$ cat src/core/charger_pkg.sv
// Shared constants for the charger control-pin block: register map,
// field positions, reset values and timing counts.
// Assumes a 100 MHz pclk and a 32-bit APB register bus.
package charger_pkg;

    // ========================================================
    // Clock and timing
    localparam int CLK_MHZ = 100;
    localparam int FAULT_PULSE_US = 128;
    // Whole cycles in the fault pulse, at least one
    localparam int FAULT_PULSE_CYCLES =
        (FAULT_PULSE_US * CLK_MHZ < 1) ? 1 : FAULT_PULSE_US * CLK_MHZ;

    // ========================================================
    // Register indices; byte address is four times the index
    localparam logic [7:0] IDX_CONTROL = 8'h00;
    localparam logic [7:0] IDX_STATUS = 8'h01;
    localparam logic [7:0] IDX_INT_STATUS = 8'h02;
    localparam logic [7:0] IDX_INT_MASK = 8'h03;
    localparam logic [7:0] IDX_SAFETY_LIMIT = 8'h06;

    // ========================================================
    // Control register fields
    localparam int CTL_EN_STAT = 0;
    localparam int CTL_PIN_BOOST_EN = 1;
    localparam int CTL_SW_BOOST = 2;
    localparam int CTL_MODE_32S = 3;
    localparam logic [3:0] CONTROL_RESET = 4'h1;

    // ========================================================
    // Status register fields (read only)
    localparam int ST_CHARGING = 0;
    localparam int ST_PULSE = 1;
    localparam int ST_BOOST = 2;
    localparam int ST_ILIM_500 = 3;
    localparam int ST_CHG_EN = 4;
    localparam int ST_LOCKED = 5;
    localparam int ST_SL_RESET_PIN = 6;

    // ========================================================
    // Interrupt status and mask fields
    localparam int INT_FAULT = 0;
    localparam int INT_CHG_DONE = 1;
    localparam int INT_CD_CHANGE = 2;
    localparam int INT_BITS = 3;
    localparam logic [2:0] INT_MASK_RESET = 3'h0;

    // ========================================================
    // Safety-limit register default
    localparam logic [7:0] SAFETY_LIMIT_RESET = 8'h00;

endpackage

$ cat src/core/pin_sync.sv
// Three-stage synchroniser for asynchronous pin inputs.
// A new level is accepted once the second and third stages agree.
`timescale 1ns/1ps
`default_nettype none
module pin_sync #(
    parameter int WIDTH = 1
) (
    // Clock and reset
    input wire logic pclk,
    input wire logic presetn,
    // Pins and synchronised levels
    input wire logic [WIDTH-1:0] pin_in,
    output logic [WIDTH-1:0] level
);

    initial begin
        if (WIDTH < 1) $error("pin_sync: WIDTH must be at least 1");
    end

    typedef struct packed {
        logic [WIDTH-1:0] s1;
        logic [WIDTH-1:0] s2;
        logic [WIDTH-1:0] s3;
        logic [WIDTH-1:0] q;
    } sync_t;

    sync_t st;
    sync_t next_st;

    // ========================================================
    // Stage one feeds only stage two; agreement filters glitches
    always_comb begin
        next_st = st;
        next_st.s1 = pin_in;
        next_st.s2 = st.s1;
        next_st.s3 = st.s2;
        for (int i = 0; i < WIDTH; i++) begin
            if (st.s2[i] == st.s3[i]) next_st.q[i] = st.s3[i];
        end
    end

    always_ff @(posedge pclk or negedge presetn) begin
        if (!presetn) st <= '0;
        else st <= next_st;
    end

    assign level = st.q;

endmodule
`default_nettype wire

$ cat src/core/pulse_timer.sv
// One-shot pulse generator: a start pulse opens a window of
// CYCLES clock cycles. Starts while busy are ignored.
`timescale 1ns/1ps
`default_nettype none
module pulse_timer #(
    parameter int CYCLES = 12800
) (
    // Clock and reset
    input wire logic pclk,
    input wire logic presetn,
    // Trigger and window
    input wire logic start,
    output logic busy
);

    localparam int CW = $clog2(CYCLES + 1);

    initial begin
        if (CYCLES < 1) $error("pulse_timer: CYCLES must be at least 1");
    end

    typedef struct packed {
        logic [CW-1:0] count;
        logic busy;
    } timer_t;

    timer_t st;
    timer_t next_st;

    // ========================================================
    // Counter sized from the cycle count so the width is exact
    always_comb begin
        next_st = st;
        if (st.busy) begin
            if (st.count == CW'(1)) next_st.busy = 1'b0;
            next_st.count = st.count - CW'(1);
        end else if (start) begin
            next_st.busy = 1'b1;
            next_st.count = CW'(CYCLES);
        end
    end

    always_ff @(posedge pclk or negedge presetn) begin
        if (!presetn) st <= '0;
        else st <= next_st;
    end

    assign busy = st.busy;

endmodule
`default_nettype wire

$ cat src/core/charger_control_pins.sv
// Control-pin logic of a single-cell charger: status pin with fault
// pulse, charge-disable pin, dual-role boost / current-limit pin, safety-limit reset pin and
// an APB register file with a sticky interrupt.
// Assumes charger core signals on pclk; pins arrive asynchronously.
//
// What this block does
// Status pin low while charging
// Status pin released otherwise, except pulse
// Fault gives one 128 us pulse
// Status enable bit cleared silences pin
// Charge-disable low permits charging
// Charge-disable high stops charge, supply Hi-Z
// 15 min mode: disable resets timer
// 32 s mode: disable leaves timer
// Boost pin active and enabled forces boost
// Pin beats software boost; bit disables pin
// After reset pin selects current limit
// Pin high 500 mA, low 100 mA
// Reset pin low holds safety limits default
// Reset pin low ignores safety writes
// Reset pin high allows unlocked safety writes
// Write elsewhere locks safety limits
// Fault pulse timed by sized counter
`timescale 1ns/1ps
`default_nettype none
module charger_control_pins #(
    parameter int FAULT_PULSE_CYCLES = charger_pkg::FAULT_PULSE_CYCLES,
    parameter bit BOOST_VARIANT = 1'b1,
    parameter bit BOOST_ACTIVE_HIGH = 1'b1
) (
    // Clock and reset
    input wire logic pclk,
    input wire logic presetn,
    // APB slave
    input wire logic psel,
    input wire logic penable,
    input wire logic pwrite,
    input wire logic [7:0] paddr,
    input wire logic [31:0] pwdata,
    output logic [31:0] prdata,
    output logic pready,
    output logic pslverr,
    // Device pins
    input wire logic charge_disable_in,
    input wire logic boost_request_in,
    input wire logic safety_limit_reset_in,
    output logic stat_out,
    output logic stat_oe,
    // Charger core
    input wire logic charge_in_progress,
    input wire logic fault_event,
    output logic charge_enable,
    output logic vbus_hiz,
    output logic timer15_reset,
    output logic boost_mode,
    output logic ilim_500,
    output logic [7:0] safety_limit,
    // Interrupt
    output logic irq
);

    initial begin
        if (FAULT_PULSE_CYCLES < 1)
            $error("charger_control_pins: pulse length below one cycle");
    end

    // ========================================================
    // State of the block
    typedef struct packed {
        logic [7:0] safety_limit;
        logic locked;
        logic [3:0] control;
        logic [2:0] int_status;
        logic [2:0] int_mask;
        logic [31:0] rdata;
        logic charging_d;
        logic cd_d;
        logic charge_enable;
        logic vbus_hiz;
        logic timer15_reset;
        logic boost_mode;
        logic ilim_500;
        logic stat_oe;
    } state_t;

    state_t st;
    state_t next_st;

    // ========================================================
    // Pin synchronisers
    logic [2:0] pin_level;
    logic cd_sync;
    logic boost_pin_sync;
    logic safety_limit_reset_in_sync;

    pin_sync #(
        .WIDTH(3)
    ) u_pin_sync (
        .pclk(pclk),
        .presetn(presetn),
        .pin_in({safety_limit_reset_in, boost_request_in,
                 charge_disable_in}),
        .level(pin_level)
    );

    assign cd_sync = pin_level[0];
    assign boost_pin_sync = pin_level[1];
    // The boost variant has no safety-limit reset pin: limits writable
    assign safety_limit_reset_in_sync = BOOST_VARIANT ? 1'b1 : pin_level[2];

    // ========================================================
    // Fault pulse timer
    logic pulse_start;
    logic pulse_busy;

    // Faults seen while the pin is disabled start no pulse
    assign pulse_start =
        fault_event && st.control[charger_pkg::CTL_EN_STAT];

    pulse_timer #(
        .CYCLES(FAULT_PULSE_CYCLES)
    ) u_pulse_timer (
        .pclk(pclk),
        .presetn(presetn),
        .start(pulse_start),
        .busy(pulse_busy)
    );

    // ========================================================
    // APB decode
    logic setup_phase;
    logic access_phase;
    logic wr_access;
    logic [5:0] word_idx;
    logic addr_ok;
    logic hit_control;
    logic hit_int_status;
    logic hit_int_mask;
    logic hit_safety;
    logic mapped;

    assign setup_phase = psel && !penable;
    assign access_phase = psel && penable;
    assign wr_access = access_phase && pwrite;
    assign word_idx = paddr[7:2];
    assign addr_ok = (paddr[1:0] == 2'h0);
    assign hit_control =
        addr_ok && (word_idx == charger_pkg::IDX_CONTROL[5:0]);
    assign hit_int_status =
        addr_ok && (word_idx == charger_pkg::IDX_INT_STATUS[5:0]);
    assign hit_int_mask =
        addr_ok && (word_idx == charger_pkg::IDX_INT_MASK[5:0]);
    assign hit_safety =
        addr_ok && (word_idx == charger_pkg::IDX_SAFETY_LIMIT[5:0]);
    // Status is readable only; a write to it is answered with an error
    assign mapped = hit_control || hit_int_status || hit_int_mask
        || hit_safety || (addr_ok && !pwrite
        && word_idx == charger_pkg::IDX_STATUS[5:0]);

    // Read data is latched in setup, so no wait state is needed
    assign pready = access_phase;
    assign pslverr = access_phase && !mapped;

    // ========================================================
    // Status word as software sees it
    logic [31:0] status_word;

    always_comb begin
        status_word = 32'h0;
        status_word[charger_pkg::ST_CHARGING] = st.charging_d;
        status_word[charger_pkg::ST_PULSE] = pulse_busy;
        status_word[charger_pkg::ST_BOOST] = st.boost_mode;
        status_word[charger_pkg::ST_ILIM_500] = st.ilim_500;
        status_word[charger_pkg::ST_CHG_EN] = st.charge_enable;
        status_word[charger_pkg::ST_LOCKED] = st.locked;
        status_word[charger_pkg::ST_SL_RESET_PIN] = safety_limit_reset_in_sync;
    end

    // ========================================================
    // Pin-derived controls
    logic boost_pin_active;
    logic pin_boost_en;
    logic [2:0] int_events;

    assign boost_pin_active = (boost_pin_sync == BOOST_ACTIVE_HIGH);
    assign pin_boost_en =
        BOOST_VARIANT && st.control[charger_pkg::CTL_PIN_BOOST_EN];

    // Fault, end of a charge cycle, and any change on charge-disable
    always_comb begin
        int_events = 3'h0;
        int_events[charger_pkg::INT_FAULT] = fault_event;
        int_events[charger_pkg::INT_CHG_DONE] =
            st.charging_d && !charge_in_progress;
        int_events[charger_pkg::INT_CD_CHANGE] = cd_sync != st.cd_d;
    end

    // ========================================================
    // Next-state logic
    always_comb begin
        next_st = st;
        next_st.charging_d = charge_in_progress;
        next_st.cd_d = cd_sync;

        // Read data captured in setup, held through the access phase
        if (setup_phase && !pwrite) begin
            next_st.rdata = 32'h0;
            if (hit_control) next_st.rdata[3:0] = st.control;
            else if (hit_int_status)
                next_st.rdata[2:0] = st.int_status;
            else if (hit_int_mask) next_st.rdata[2:0] = st.int_mask;
            else if (hit_safety) next_st.rdata[7:0] = st.safety_limit;
            else if (addr_ok
                     && word_idx == charger_pkg::IDX_STATUS[5:0])
                next_st.rdata = status_word;
        end

        // Register writes take effect at the access edge
        if (wr_access && hit_control) next_st.control = pwdata[3:0];
        if (wr_access && hit_int_mask) next_st.int_mask = pwdata[2:0];

        // Safety limits: writable only with reset pin high, unlocked
        if (wr_access && hit_safety && safety_limit_reset_in_sync && !st.locked)
            next_st.safety_limit = pwdata[7:0];
        // Any write reaching another register seals the limits
        if (wr_access && mapped && !hit_safety)
            next_st.locked = 1'b1;
        // Reset pin low: defaults forced, lock cleared and every limit write ignored
        if (!safety_limit_reset_in_sync) begin
            next_st.safety_limit = charger_pkg::SAFETY_LIMIT_RESET;
            next_st.locked = 1'b0;
        end

        // Sticky interrupts: write one clears, a new event wins
        if (wr_access && hit_int_status)
            next_st.int_status = st.int_status & ~pwdata[2:0];
        next_st.int_status = next_st.int_status | int_events;

        // Charge-disable pin
        next_st.charge_enable = !cd_sync;
        next_st.vbus_hiz = cd_sync;
        // Only the 15 minute timer is cleared; the 32 s one runs on
        next_st.timer15_reset =
            cd_sync && !st.control[charger_pkg::CTL_MODE_32S];

        // Dual-role pin: boost request or current-limit selector
        if (pin_boost_en) begin
            next_st.boost_mode = boost_pin_active;
            next_st.ilim_500 = st.ilim_500;
        end else begin
            next_st.boost_mode = BOOST_VARIANT
                && st.control[charger_pkg::CTL_SW_BOOST];
            // High selects 500 mA, low 100 mA; fixed 500 mA otherwise
            next_st.ilim_500 =
                BOOST_VARIANT ? boost_pin_sync : 1'b1;
        end

        // Status pin: enable bit first, then pulse, then charging, otherwise released
        if (!st.control[charger_pkg::CTL_EN_STAT])
            next_st.stat_oe = 1'b0;
        else if (pulse_busy)
            next_st.stat_oe = 1'b1;
        else
            next_st.stat_oe = charge_in_progress && !cd_sync;
    end

    // ========================================================
    // State register
    always_ff @(posedge pclk or negedge presetn) begin
        if (!presetn) begin
            st <= '0;
            st.control <= charger_pkg::CONTROL_RESET;
            st.int_mask <= charger_pkg::INT_MASK_RESET;
            st.safety_limit <= charger_pkg::SAFETY_LIMIT_RESET;
            st.ilim_500 <= 1'b0;
        end else begin
            st <= next_st;
        end
    end

    // ========================================================
    // Outputs
    assign prdata = st.rdata;
    // Open drain: the pin only ever pulls low
    assign stat_out = 1'b0;
    assign stat_oe = st.stat_oe;
    assign charge_enable = st.charge_enable;
    assign vbus_hiz = st.vbus_hiz;
    assign timer15_reset = st.timer15_reset;
    assign boost_mode = st.boost_mode;
    assign ilim_500 = st.ilim_500;
    assign safety_limit = st.safety_limit;
    assign irq = |(st.int_status & st.int_mask);

endmodule
`default_nettype wire

$ cat config.mk
export PLATFORM = sky130hd
export DESIGN_NAME = charger_control_pins
export DESIGN_NICKNAME = d
export VERILOG_FILES = /design/src/core/charger_pkg.sv /design/src/core/pin_sync.sv /design/src/core/pulse_timer.sv /design/src/core/charger_control_pins.sv
export SDC_FILE = /design/constraint.sdc
export NUM_CORES = 1
export LEC_CHECK = 0
export BUFFER_PORTS_ARGS = -buffer_cell sky130_fd_sc_hd__buf_4
export CAP_MARGIN = 15
export CORE_MARGIN = 10
export CORE_UTILIZATION = 55
export CTS_CLUSTER_DIAMETER = 150
export DETAILED_ROUTE_END_ITERATION = 7
export PLACE_DENSITY = 0.86
export SLEW_MARGIN = 40
export SYNTH_ARGS = -nofsm -noshare
export SYNTH_HDL_FRONTEND = slang
export SYNTH_HIERARCHICAL = 1
export SYNTH_SLANG_ARGS = --single-unit
$ cat constraint.sdc
create_clock -name pclk -period 2.6 [get_ports pclk]
set_input_delay 0.13 -clock pclk [delete_from_list [all_inputs] [get_ports pclk]]
set_output_delay 0.13 -clock pclk [all_outputs]
set_load 0.02 [all_outputs]
**Word-level counts from Yosys, hierarchy flattened**

Cells that the tools add are included.

- Bits in registers: 81
- Latch bits: 0
- Bits in writable memories: 0
- Memory bits (read-only): 0
- Bits of input ports: 50
- Output and inout port bits: 50
- Word-level logic and storage cells: 87
- Memories: 0

- Add/sub/neg operators: 1
- Multiply operators: 0
- Divide/modulo/power cells: 0
- Order comparisons: 0
- Eq/ne operators: 8
- Shift operators: 0
- Muxes and demuxes: 15
- Bitwise logic cells: 4
- Reduce and logical (&&, ||, !) cells: 39

Operator list:

| cell | count |
|---|---|
| $mux 15 | 2 |
| $mux 29 | 1 |
| $mux 28 | 1 |
| $logic_and 1x1->1 | 23 |
| $eq 14x1->1 const B | 1 |
| $sub 14x1->14 const B | 1 |
| $eq 6x2->1 const B | 2 |
| $mux 3 | 3 |
| $logic_not 1->1 | 8 |
| $mux 8 | 1 |
| $mux 7 | 1 |
| $and 3x3->3 | 2 |
| $eq 6x1->1 const B | 1 |
| $eq 6x3->1 const B | 1 |
| $logic_not 6->1 | 1 |
| $mux 5 | 1 |
| $logic_or 1x1->1 | 4 |
| $mux 4 | 1 |
| $mux 1 | 3 |
| $not 3->3 | 1 |
| $or 3x3->3 | 1 |
| $reduce_or 3->1 | 1 |
| $eq 1x1->1 | 2 |
| $logic_not 2->1 | 1 |
| other kinds (3) | 3 |

**Depth between registers and ports, before layout**

- Depth in word-level cells: 8
- Gate-level depth with buffers: 6
- Mapped depth without buffers: 5

**Modules after synthesis**

Netlist, hierarchy kept.

Modules (own cells, without submodules):

| module | instances | cells an instance | area each (um^2) | seq. area each (um^2) |
|---|---|---|---|---|
| charger_control_pins | 1 | 179 | 1928.1 | 852.1 |
| pulse_timer | 1 | 76 | 834.6 | 375.4 |
| pin_sync | 1 | 18 | 356.6 | 300.3 |

**Worst setup path before layout**

Ideal clock, no wire load.

- Path kind: input-to-reg
- From: input port paddr[1]
- To: register st, in the netlist pin_boost_en
- Library setup time: 0.125 ns
- Arrival: 1.597 ns
- Required time: 2.475 ns
- Slack: 0.878 ns
- Cell stages on the path: 5
- Path buffers: 1
- Cells stage by stage: or3_1 -> buf_2 -> or3_4 -> nor4_4 -> mux2_2

- Word-level cells in the longest chain between the ends: 3

RTL lines:

| element | RTL line | source |
|---|---|---|
| start: declaration | charger_control_pins.sv:38 | `input wire logic [7:0] paddr,` |
| $logic_not 2->1 | charger_control_pins.sv:146 | `assign addr_ok = (paddr[1:0] == 2'h0);` |
| $logic_and 1x1->1 | charger_control_pins.sv:148 | `addr_ok && (word_idx == charger_pkg::IDX_CONTROL[5:0]);` |
| $logic_and 1x1->1 | charger_control_pins.sv:219 | `if (wr_access && hit_control) next_st.control = pwdata[3:0];` |
| end signal: assignment | charger_control_pins.sv:277 | `st <= next_st;` |
| end: declaration | charger_control_pins.sv:86 | `state_t st;` |

Every way passes these cells.
A chain may end at the register's enable or synchronous reset.

**Final worst setup path**

- From: register u_pulse_timer/st[2] (netlist name)
- To: register u_pulse_timer/st[11] (netlist name)

- Word-level cells in the longest chain between the ends: 2

RTL lines:

| element | RTL line | source |
|---|---|---|
| start: declaration | pulse_timer.sv:27 | `timer_t st;` |
| start signal: assignment | pulse_timer.sv:45 | `else st <= next_st;` |
| $sub 14x1->14 | pulse_timer.sv:36 | `next_st.count = st.count - CW'(1);` |
| $mux 15 | pulse_timer.sv:34 | `if (st.busy) begin` |

Every way passes these cells.

==> impl_metrics.py <==
metrics = {
    "detailed_routing": {
        "viasPerCell": 5.43,
        "dr.pass1.iters": 4,
        "drt_iter0_drc": 73,
        "drc": 0,
        "postRouteAntennaNets": 0,
        "vias": 2064,
        "wirelength_microns": 6190,
        "wl_per_cell_microns": 16.3,
    },
    "timing": {
        "rsz0062_at_grt": "false",
        "slew_violations": 0,
        "skew_ns": 0.00789,
        "final_hold_viol_count": 0,
        "tightest_slew_ns": 0.699,
        "fin_tns_setup_ns": 0,
        "setup_viol": 0,
        "max_freq_ghz": 0.594,
        "fin_crit_ns": 1.68,
        "final.period_utilization_pct": 64.8,
        "slew_headroom_pct": 53.4,
        "finalWorstSetupSlack_ns": 0.915,
    },
    "clock_tree": {
        "root_buffer": "clkbuf_8",
        "cts_tree": "yes",
        "cts_max_path_buffers": 2,
        "cts_buffers": 9,
        "insertion_delay_ns": 0.33,
        "cts.sinks": 57,
        "path_clk_slew_ns": 0.06,
        "post-cts-setup-buffer-count": 0,
        "cts.htree.levels": 3,
    },
    "yosys": {
        "yosys_warnings": 6,
        "syn_avg_cell_area_sq_um": 11.2,
        "synth_area_sq_um": 3000,
        "syn-instance-count": 267,
    },
    "placed_design": {
        "dpl.hpwl_microns": 4450,
        "port_buffers": 49,
        "gp_congestion": 0.803,
        "preCtsSetupSlack_ns": 0.562,
    },
    "worst_setup_path": {
        "critPathArrivalTime_ns": 1.93,
        "worst_setup_path_end_kind": "flip-flop",
        "r2r_setup_slack_ns": 0.92,
        "rr_endpoint": "u_pulse_timer/st[11]$_DFFE_PN0P_",
        "reg2reg_depth": 5,
        "crit_fanout": 5,
        "start_kind": "flip-flop",
        "required_ns": 2.84,
        "crit_type": "flip-flop to flip-flop",
        "reg2reg_from": "u_pulse_timer/st[2]$_DFFE_PN0P_",
    },
    "global_routing": {
        "grt.total_usage_pct": 14.2,
        "grt_pass1_vias": 2094,
        "grt_remaining_overflow": 0,
        "antenna_found_initial": 0,
        "grt_pass1_wl_microns": 10100,
        "grt_start_max_net_pins": 58,
    },
    "floorplanning": {
        "die_x_microns": 93.9,
        "die_h_microns": 93.9,
        "die-area_sq_um": 8810,
        "rows": 26,
        "start_util_pct": 57.6,
        "pin_count": 100,
        "fp.coreArea_sq_um": 5200,
    },
    "layout": {
        "final_nets": 357,
        "areaGrowthSynthToFinish_pct": 15.2,
        "layout-drive-gt1-share_pct": 31.9,
        "n_antenna_cell": 0,
        "utilization_pct": 66.4,
    },
    "worst_hold_path": {
        "hold_class": "input port to flip-flop",
        "worst_hold_path.num_cells": 2,
        "hold-path-endpoint": "safety_limit[6]$_DFFE_PN0P_",
        "hp-start": "pwdata[6]",
    },
    "power": {
        "p_sw_mw": 0.656,
        "clkPwrFrac_pct": 37.2,
        "ir_drop_uv": 464,
        "p_sw_share_pct": 28.6,
        "comb_power_share_pct": 15.1,
        "leakagePower_nw": 1.68,
        "power_frac_seq_pct": 47.7,
        "p_int_mw": 1.64,
        "p_total_mw": 2.29,
        "cellPowerDensity_nw_per_um2": 663,
    },
    "outcome": {
        "status": "complete, no violations",
    },
    "job": {
        "drv_cap": 0,
    },
}
[routing by layer]
metal  global-route usage, %  wire [microns]
met1                    15.5            2400
met2                    24.3            3180
met3                    6.31             557
met4                    4.30              43
met5                       0               0
[how the worst max path moves through the flow]
stage                                               start                          endpoint  slack (ns)  cells after the start
after floorplan                                  paddr[1]          pin_boost_en$_DFFE_PN0P_        0.88                      5
after global placement                           paddr[1]          pin_boost_en$_DFFE_PN0P_        0.63                      5
after detailed placement                         paddr[1]                st[49]$_DFFE_PN0P_        0.56                      5
after CTS                 u_pulse_timer/st[2]$_DFFE_PN0P_  u_pulse_timer/st[11]$_DFFE_PN0P_        0.90                      5
after global routing      u_pulse_timer/st[2]$_DFFE_PN0P_  u_pulse_timer/st[11]$_DFFE_PN0P_        0.81                      5
final                     u_pulse_timer/st[2]$_DFFE_PN0P_  u_pulse_timer/st[11]$_DFFE_PN0P_        0.92                      5
[flip-flops by register name, summed over array words and instances (netlist names), 2 cells and up]
name and count:
u_pulse_timer/st 14, u_pin_sync/st 2, safety_limit 8, st 11, u_pin_sync/level 2, u_pin_sync/next_st 4
prdata 8
[power groups by stage]
stage / registers, mW / logic [mW] / clock network (mW)
after floorplan: 1.07 / 0.286 / 0
after global placement: 1.10 / 0.325 / 0
after detailed placement: 1.11 / 0.340 / 0
after CTS: 1.09 / 0.348 / 0.880
after global routing: 1.11 / 0.384 / 0.910
final: 1.09 / 0.345 / 0.853
[area by class of cell]
cell class | count | area, sq um
fillers | 405 | 1750
flip-flops and latches | 57 | 1430
multi-input cells | 172 | 1270
repair buffers | 56 | 433
clock buffers | 14 | 173
well taps | 70 | 87.6
clock inverters | 2 | 35.0
inverters | 9 | 33.8
[layout by cell type (no fill, tap or decap), types with 2 or more instances in the layout]
| cell | count |
|---|---|
| dfrtp_1 | 56 |
| buf_4 | 51 |
| conb_1 | 25 |
| mux2_2 | 18 |
| nor2_1 | 13 |
| mux2i_1 | 12 |
| clkbuf_8 | 12 |
| inv_1 | 9 |
| nand2_1 | 9 |
| nand3_1 | 7 |
| nor3_1 | 7 |
| a21oi_1 | 6 |
| nor2b_1 | 5 |
| a22o_1 | 5 |
| a21o_1 | 5 |
| dlygate4sd3_1 | 5 |
| o21ai_0 | 4 |
| o31ai_1 | 4 |
| nor4_1 | 3 |
| nor3b_1 | 3 |
| and3_1 | 3 |
| nand2b_1 | 3 |
| nand4_1 | 3 |
| and2_1 | 2 |
| nor4_2 | 2 |
| a221o_1 | 2 |
| a31oi_1 | 2 |
| a2111oi_0 | 2 |
| nor3b_4 | 2 |
| nor4_4 | 2 |
| clkbuf_1 | 2 |
| maj3_2 | 2 |
| ha_1 | 2 |
[timing repair]
action                                 in CTS  in global routing
gates resized for setup                     0                  0
hold buffers                                5                  0
endpoints found under the hold margin      60                  0
[critical path, stage by stage, from the launching register on]
cell	delay (ns)
dfrtp_1	0.42
inv_1	0.12
ha_1	0.31
nand4bb_4	0.19
nor4b_4	0.32
mux2i_1	0.24
[per-stage QoR]
step                instances  hold slack, ns  cell area, sq um
detailed placement        359           0.232              3200
global placement          359           0.225              3200
CTS                       380         0.00591              3460
global route              380          0.0174              3460
floorplan                 291          -0.166              3090
finish                    380          0.0317              3460
Power figures use the tool's default switching activity.
